### src/sac_pkg.sv
package sac_pkg;

  // Converter word and sequence figures
  localparam int SAC_WIDTH = 8;
  localparam logic [3:0] SAC_BIT_EDGES = 4'd8;
  localparam logic [3:0] SAC_CNT_RST = 4'h0;

  // Trial and reset codes
  localparam logic [7:0] SAC_MSB_TRIAL = 8'h80;
  localparam logic [7:0] SAC_SAR_RST = 8'h00;
  localparam logic [7:0] SAC_DAC_RST = 8'h00;
  localparam logic [7:0] SAC_BUS_RST = 8'h00;

  // Pin synchroniser idle levels
  localparam logic SAC_START_IDLE = 1'b1;
  localparam logic SAC_LOW_IDLE = 1'b0;

  // Conversion sequencer states
  typedef enum logic [1:0] {
    ST_IDLE,
    ST_HOLD,
    ST_RUN
  } sac_state_t;

  // Three-state result drive towards the converter bus
  typedef struct packed {
    logic oe;
    logic [SAC_WIDTH-1:0] data;
  } sac_drive_t;

endpackage

### src/sac_pin_sync.sv
`timescale 1ns/1ps
module sac_pin_sync
  import sac_pkg::*;
#(
  parameter int WIDTH = 1,
  parameter logic [WIDTH-1:0] RST_VAL = '0
) (
  // Clock and reset
  input wire logic clk,
  input wire logic nrst,
  // Raw pin
  input wire logic [WIDTH-1:0] pinIn,
  // Filtered level and change pulses
  output logic [WIDTH-1:0] level,
  output logic [WIDTH-1:0] rise,
  output logic [WIDTH-1:0] fall
);

  logic [WIDTH-1:0] stage1_r;
  logic [WIDTH-1:0] stage2_r;
  logic [WIDTH-1:0] stage3_r;
  logic [WIDTH-1:0] level_r;
  logic agree;

  // Three flops; stage1 feeds only stage2 to contain metastability
  always_ff @(posedge clk) begin
    if (!nrst) begin
      stage1_r <= RST_VAL;
      stage2_r <= RST_VAL;
      stage3_r <= RST_VAL;
    end else begin
      stage1_r <= pinIn;
      stage2_r <= stage1_r;
      stage3_r <= stage2_r;
    end
  end

  // A change counts only once the last two stages agree
  assign agree = (stage2_r == stage3_r);

  always_ff @(posedge clk) begin
    if (!nrst) begin
      level_r <= RST_VAL;
    end else if (agree) begin
      level_r <= stage3_r;
    end
  end

  // Pulses are combinational, one cycle ahead of the level update
  assign level = level_r;
  assign rise = {WIDTH{agree}} & stage3_r & ~level_r;
  assign fall = {WIDTH{agree}} & ~stage3_r & level_r;

endmodule

### src/sac_converter.sv
`timescale 1ns/1ps
// Operation
// RULE_01: Start leads first falling edge by 1.5 us
// RULE_02: Start release avoids clock falls by 200 ns
// RULE_03: Start may equal one low clock pulse
// RULE_04: Active start forces code to MSB only
// RULE_05: Low start holds sequence, release lets proceed
// RULE_06: First fall decides MSB, trials next bit
// RULE_07: Each later fall decides current trial bit
// RULE_08: Done rises on ninth falling edge
// RULE_09: Result stays latched until next start
// RULE_10: Output enable low floats data outputs
// RULE_11: DAC latch transparent at zero, holds at one
// RULE_12: Host shares one 8-bit converter bus
// RULE_13: Host drives six individual select lines
// RULE_14: Host start line clears start flip-flop
// RULE_15: Start released on converter clock rising edge
// RULE_16: Up to four done outputs wired together
// RULE_17: Converter clock at or below 600 kHz
// RULE_18: Host may wait ten cycles instead
// RULE_19: Host enables only one converter per read
// RULE_20: Host writes data then pulses latch enable
// RULE_21: Host disables all converters before transfers
// RULE_22: Done low while conversion is in progress
// RULE_23: Host waits for done before new start
module sac_converter
  import sac_pkg::*;
(
  // Clock and reset
  input wire logic clk,
  input wire logic nrst,
  // Converter clock and start, both asynchronous pins
  input wire logic convClkPin,
  input wire logic startConversionPulseN,
  // Analogue comparator and ladder code
  input wire logic trialAboveInput,
  output logic [SAC_WIDTH-1:0] trialCode,
  // Converter bus lines
  input wire logic outputEnablePin,
  input wire logic [SAC_WIDTH-1:0] converterBusLinesIn,
  output sac_drive_t resultDrive,
  output logic conversionDone,
  // Companion DAC latch
  input wire logic dacLatchEnablePin,
  output logic [SAC_WIDTH-1:0] dacCode
);

  sac_state_t state_r;
  logic [SAC_WIDTH-1:0] sar_r;
  logic [SAC_WIDTH-1:0] trialMask_r;
  logic [3:0] edgeCnt_r;
  logic done_r;
  logic oe_r;
  logic [SAC_WIDTH-1:0] busData_r;
  logic [SAC_WIDTH-1:0] dac_r;
  logic startLevel;
  logic convFall;
  logic compLevel;
  logic oeLevel;
  logic dacEnLevel;
  logic [SAC_WIDTH-1:0] busLevel;
  logic decideEdge;
  logic [SAC_WIDTH-1:0] sarDecided;

  // Start pin; idle high so reset does not look like a start
  sac_pin_sync #(.WIDTH(1), .RST_VAL(SAC_START_IDLE)) uStartSync (
    .clk(clk),
    .nrst(nrst),
    .pinIn(startConversionPulseN),
    .level(startLevel),
    .rise(),
    .fall()
  );

  // Converter clock only seen through its falling edges
  sac_pin_sync #(.WIDTH(1), .RST_VAL(SAC_LOW_IDLE)) uClkSync (
    .clk(clk),
    .nrst(nrst),
    .pinIn(convClkPin),
    .level(),
    .rise(),
    .fall(convFall)
  );

  // Comparator settles long before the next fall at 600 kHz or less
  sac_pin_sync #(.WIDTH(1), .RST_VAL(SAC_LOW_IDLE)) uCompSync (
    .clk(clk),
    .nrst(nrst),
    .pinIn(trialAboveInput),
    .level(compLevel),
    .rise(),
    .fall()
  );

  // Output enable select line
  sac_pin_sync #(.WIDTH(1), .RST_VAL(SAC_LOW_IDLE)) uOeSync (
    .clk(clk),
    .nrst(nrst),
    .pinIn(outputEnablePin),
    .level(oeLevel),
    .rise(),
    .fall()
  );

  // DAC latch enable select line
  sac_pin_sync #(.WIDTH(1), .RST_VAL(SAC_LOW_IDLE)) uDacEnSync (
    .clk(clk),
    .nrst(nrst),
    .pinIn(dacLatchEnablePin),
    .level(dacEnLevel),
    .rise(),
    .fall()
  );

  // Shared bus data, filtered as a whole word
  sac_pin_sync #(.WIDTH(SAC_WIDTH), .RST_VAL(SAC_BUS_RST)) uBusSync (
    .clk(clk),
    .nrst(nrst),
    .pinIn(converterBusLinesIn),
    .level(busLevel),
    .rise(),
    .fall()
  );

  // One decision per fall for the first eight falls of a run
  assign decideEdge = (state_r == ST_RUN) && startLevel && convFall &&
                      (edgeCnt_r < SAC_BIT_EDGES);

  // Drop the trial bit if the trial exceeds the input, try the next
  assign sarDecided = (sar_r & ~(compLevel ? trialMask_r : SAC_SAR_RST)) |
                      (trialMask_r >> 1); // [RULE_06] [RULE_07]

  // Sequencer; a low start overrides every state
  always_ff @(posedge clk) begin
    if (!nrst) begin
      state_r <= ST_IDLE;
    end else if (!startLevel) begin
      state_r <= ST_HOLD; // [RULE_05] [RULE_14]
    end else begin
      case (state_r)
        ST_HOLD: begin
          state_r <= ST_RUN; // [RULE_15]
        end
        ST_RUN: begin
          if (convFall && (edgeCnt_r == SAC_BIT_EDGES)) begin
            state_r <= ST_IDLE; // [RULE_08]
          end
        end
        ST_IDLE: begin
          state_r <= ST_IDLE;
        end
        default: begin
          state_r <= ST_IDLE;
        end
      endcase
    end
  end

  // Falling edge count within a run
  always_ff @(posedge clk) begin
    if (!nrst) begin
      edgeCnt_r <= SAC_CNT_RST;
    end else if (!startLevel) begin
      edgeCnt_r <= SAC_CNT_RST; // [RULE_05]
    end else if ((state_r == ST_RUN) && convFall) begin
      edgeCnt_r <= edgeCnt_r + 4'h1;
    end
  end

  // Approximation register doubles as the latched result
  always_ff @(posedge clk) begin
    if (!nrst) begin
      sar_r <= SAC_SAR_RST;
      trialMask_r <= SAC_SAR_RST;
    end else if (!startLevel) begin
      sar_r <= SAC_MSB_TRIAL; // [RULE_04]
      trialMask_r <= SAC_MSB_TRIAL;
    end else if (decideEdge) begin
      sar_r <= sarDecided; // [RULE_06] [RULE_07]
      trialMask_r <= trialMask_r >> 1;
    end
  end

  // Done low from start until the ninth fall, then held to next start
  always_ff @(posedge clk) begin
    if (!nrst) begin
      done_r <= 1'b0;
    end else if (!startLevel) begin
      done_r <= 1'b0; // [RULE_22]
    end else if ((state_r == ST_RUN) && convFall &&
                 (edgeCnt_r == SAC_BIT_EDGES)) begin
      done_r <= 1'b1; // [RULE_08] [RULE_16]
    end
  end

  // Three-state drive follows the enable; data shows the held code
  always_ff @(posedge clk) begin
    if (!nrst) begin
      oe_r <= 1'b0;
      busData_r <= SAC_SAR_RST;
    end else begin
      oe_r <= oeLevel; // [RULE_10] [RULE_19]
      busData_r <= sar_r; // [RULE_09] [RULE_12]
    end
  end

  // DAC latch, transparent while its enable is low
  always_ff @(posedge clk) begin
    if (!nrst) begin
      dac_r <= SAC_DAC_RST;
    end else if (!dacEnLevel) begin
      dac_r <= busLevel; // [RULE_11] [RULE_20]
    end
  end

  // Outputs
  assign trialCode = sar_r;
  assign resultDrive = '{oe: oe_r, data: busData_r};
  assign conversionDone = done_r;
  assign dacCode = dac_r;

  // Checks
  a_start_forces_msb: assert property ( // [RULE_04]
    @(posedge clk) disable iff (!nrst)
    !startLevel |=> (sar_r == SAC_MSB_TRIAL) && !done_r)
    else $error("active start did not force the msb code");

  a_hold_no_advance: assert property ( // [RULE_05]
    @(posedge clk) disable iff (!nrst)
    (!startLevel && $past(!startLevel)) |=> $stable(sar_r) &&
    (edgeCnt_r == SAC_CNT_RST))
    else $error("sequence advanced while start held low");

  a_decide_trial_bit: assert property ( // [RULE_07]
    @(posedge clk) disable iff (!nrst)
    decideEdge |=> (((sar_r & $past(trialMask_r)) != SAC_SAR_RST) ==
    !$past(compLevel)) && (trialMask_r == ($past(trialMask_r) >> 1)))
    else $error("trial bit decided against the comparator");

  a_msb_then_next: assert property ( // [RULE_06]
    @(posedge clk) disable iff (!nrst)
    (decideEdge && (edgeCnt_r == SAC_CNT_RST)) |=>
    sar_r[SAC_WIDTH-2] && (sar_r[SAC_WIDTH-1] == !$past(compLevel)))
    else $error("first fall did not set up bit two");

  a_done_ninth_edge: assert property ( // [RULE_08]
    @(posedge clk) disable iff (!nrst)
    $rose(done_r) |-> ($past(edgeCnt_r) == SAC_BIT_EDGES) &&
    $past(convFall) && (trialMask_r == SAC_SAR_RST))
    else $error("done rose away from the ninth falling edge");

  a_result_held: assert property ( // [RULE_09]
    @(posedge clk) disable iff (!nrst)
    (done_r && startLevel) |=> $stable(sar_r) && done_r)
    else $error("result changed before next start");

  a_drive_follows_oe: assert property ( // [RULE_10]
    @(posedge clk) disable iff (!nrst)
    oeLevel |=> resultDrive.oe ##1 (resultDrive.data == $past(sar_r)))
    else $error("output drive did not follow the enable");

  a_dac_latch_hold: assert property ( // [RULE_11]
    @(posedge clk) disable iff (!nrst)
    dacEnLevel |=> $stable(dacCode))
    else $error("dac code changed while latch closed");

  a_dac_latch_pass: assert property ( // [RULE_11]
    @(posedge clk) disable iff (!nrst)
    !dacEnLevel |=> (dacCode == $past(busLevel)))
    else $error("dac latch not transparent");

  a_done_low_busy: assert property ( // [RULE_22]
    @(posedge clk) disable iff (!nrst)
    (state_r == ST_RUN) |-> !done_r)
    else $error("done high during conversion");

  c_conversion_done: cover property (@(posedge clk) disable iff (!nrst)
    $rose(done_r));

  c_start_restart: cover property (@(posedge clk) disable iff (!nrst)
    done_r ##1 !startLevel);

  c_dac_capture: cover property (@(posedge clk) disable iff (!nrst)
    !dacEnLevel ##1 dacEnLevel);

endmodule

### config.mk
export PLATFORM = sky130hd
export DESIGN_NAME = sac_converter
export DESIGN_NICKNAME = d
export VERILOG_FILES = /design/src/sac_pkg.sv /design/src/sac_pin_sync.sv /design/src/sac_converter.sv
export SDC_FILE = /design/constraint.sdc
export NUM_CORES = 1
export LEC_CHECK = 0
export BUFFER_PORTS_ARGS = -buffer_cell sky130_fd_sc_hd__buf_2
export CORE_UTILIZATION = 55
export CTS_CLUSTER_SIZE = 25
export DETAILED_ROUTE_END_ITERATION = 16
export PLACE_DENSITY = 0.78
export SLEW_MARGIN = 20
export SYNTH_ARGS = -nofsm -noshare
export SYNTH_HDL_FRONTEND = slang
export SYNTH_SLANG_ARGS = --single-unit
### constraint.sdc
create_clock -name clk -period 1.89 [get_ports clk]
set_clock_uncertainty 0.2 [all_clocks]
set_input_delay 0.189 -clock clk [delete_from_list [all_inputs] [get_ports clk]]
set_output_delay 0.189 -clock clk [all_outputs]
set_load 0.02 [all_outputs]
==> impl_metrics.tcl <==
set metrics [dict create \
    status "completed" \
    max_slew.worst_pin.slew_ns 0.666 \
    ys_warn_count 0 \
    powerDensity_nw_per_um2 941 \
    yosys.area.top_type "dfxtp_1" \
    synth-seq-area-share_pct 60.5 \
    drt-pass1-iter-count 4 \
    crit_path_top_delay_cell "and4b_2" \
    synth_area_sq_um 3040 \
    max_clock_freq_mhz 575 \
    drv_cap 0 \
    grt_usage_pct 18.9 \
    core_region_area_sq_um 5200 \
    path_class "flip-flop to flip-flop" \
    grt_pass1_wl_mm 8.48 \
    synth_ff_type "dfxtp_1" \
    clk_path_buf_depth 2 \
    hold_class "primary input to flip-flop" \
    avgViaCountPerCell 4.77 \
    die_y_um 76.4 \
    hold_ws_ns 0.0170 \
    synthTopCellsByArea "dfxtp_1 61%, and2_1 9.0%, mux2i_1 5.6%" \
    cp.required_ns 1.91 \
    synth.distinct_cells 29 \
    syn_inst 298 \
    crit_family "simple AND/OR/NAND/NOR gates" \
    cts_buffers 9 \
    wl_per_cell_um 11.2 \
    io_pins 41 \
    cts_tree "built" \
    path_cells "inv_1 -> ha_1 -> and4b_2 -> nand4b_1 -> buf_4 -> o21ai_0 -> a21oi_1" \
    ant_nets 0 \
    slowest_delay_ns 0.32 \
    cp.arrival_ns 1.76 \
    drv_slew 0 \
    fin_nets 371 \
    clock_latency_ns 0.36 \
    hpwl_mm 3.16 \
    setup_tns_ns 0 \
    yosysMostFrequentCell "dfxtp_1" \
    grt_pass1_vias 1929 \
    syn_avg_cell_area_sq_um 10.2 \
    grt_max_degree 35 \
    fp.dieW_um 76.4 \
    finalHoldViolCount 0 \
    synth-seq-cells 92 \
    cts_sinks 92 \
    async_flop_share_pct 0 \
    worstReg2RegStart "uClkSync.stage2_r" \
    crit_fanout 7 \
    antenna_found_initial 0 \
    synth-edff-count 0 \
    synthTopCellsByCount "92 x dfxtp_1, 44 x and2_1, 39 x nand2_1" \
    overflow 0 \
    worstHoldStart "nrst" \
    crit_buf_inv 2 \
    root_buffer "clkbuf_8" \
    place.port_buffers 40 \
    rsz0062_at_grt "false" \
    setup-violations-final 0 \
    cp-startpoint "uClkSync.stage2_r" \
    finalWorstSetupSlack_ns 0.149 \
    diodes 0 \
    vias 2041 \
    routed_wl_mm 4.81 \
    dpl_worst_slack_ns 0.0465 \
    peakVddDrop_v 0.000727 \
    die-area_sq_um 5830 \
    synth_nets 316 \
    cp-start-kind "flip-flop" \
    final.period_utilization_pct 92.1 \
    drtIter0Drc 75 \
    std_cell_rows 26 \
    synth_top_area_share_pct 60.5 \
    place_congestion 0.768 \
    power.leakage_nw 1.54 \
    crit_path_end_kind "flip-flop" \
    relSlewSlack_pct 55.5 \
    drive_gt1_share_pct 17.6 \
    min_period_ns 1.74 \
    htree_levels 3 \
    drc 0 \
    path_clk_slew_ns 0.09 \
    syn2layout_area_growth_pct 19.4 \
    initial_core_util_pct 58.5 \
]
==> cell type report <==
cell class / instances / area, sq um
Clock buffer: 11 / 141
Inverter: 12 / 45.0
Sequential cell: 92 / 1840
Timing Repair Buffer: 57 / 360
Multi-Input combinational cell: 181 / 1090
Tap cell: 70 / 87.6
Fill cell: 402 / 1570
Clock inverter: 5 / 61.3
==> registers in the layout (all words and copies together) (netlist names), 2 cells and up <==
signal and cells:
dacCode 8, edgeCnt_r 4, trialMask_r 8, uBusSync.stage2_r 8
state_r 2, uBusSync.stage1_r 8, trialCode 8, busData_r 8
uBusSync.level 8, uBusSync.stage3_r 8
==> per-layer routing <==
layer	vias up	track usage, %	wire length (um)
li1	1065	-	-
met3	12	7.66	235
met2	46	29.2	2140
met4	0	8.27	101
met1	918	23.2	2330
met5	-	0	0
==> power by group <==
part | internal (mW) | total (mW) | switching (mW)
registers | 1.97 | 1.99 | 0.0166
clock network | 0.649 | 1.29 | 0.644
logic | 0.0691 | 0.134 | 0.0651
total | 2.69 | 3.42 | 0.726
==> placed cells by master (no fill, tap or decap), drive strengths merged, types with 3 or more instances in the layout <==
| master | instances |
|---|---|
| dfxtp | 92 |
| clkbuf | 11 |
| dlygate4sd3 | 13 |
| xor2 | 10 |
| buf | 44 |
| mux2i | 17 |
| a21oi | 21 |
| clkinvlp | 3 |
| and2 | 44 |
| nor2 | 15 |
| o21ai | 11 |
| ha | 3 |
| inv | 12 |
| nand2b | 4 |
| nand2 | 40 |
==> final timing paths <==
kind | slack, ns | cells after the start | to
setup / recovery | 0.15 | 7 | trialCode[1]
hold / removal | 0.02 | 3 | uBusSync.level[3]
setup reg to reg | 0.15 | 7 | trialCode[1]
hold reg to reg | 0.22 | 1 | uStartSync.stage2_r
==> worst register-to-register path, stage by stage (launching register included) <==
cell      delay, ns
dfxtp_1        0.30
inv_1          0.06
ha_1           0.19
and4b_2        0.32
nand4b_1       0.12
buf_4          0.17
o21ai_0        0.17
a21oi_1        0.09
==> cells by family after synthesis <==
kind of cell    synth area share [%]
xor+xnor                        2.88
compound gates                  5.72
simple gates                    20.5
flops                           60.5
mux                             5.59
fa+ha+maj                       1.23
buf+inv                         3.54
==> stage by stage <==
step / cell area (sq um) / cells / util [%] / power, mW
floorplan: 3040 / 298 / - / 2.12
global placement: 3290 / 398 / 63.2 / 2.15
detailed placement: 3290 / 398 / 63.2 / 2.15
CTS: 3620 / 427 / 69.6 / 3.45
global route: 3630 / 428 / 69.8 / 3.55
finish: 3630 / 428 / 69.8 / 3.42
==> repair_timing <==
item / CTS / global route
buffers inserted: 0 / 1
setup endpoints to repair: 0 / 8
endpoints found under the hold margin: 13 / 0
gates resized for setup: 0 / 1
hold buffers: 13 / 0
Power figures use the tool's default switching activity.
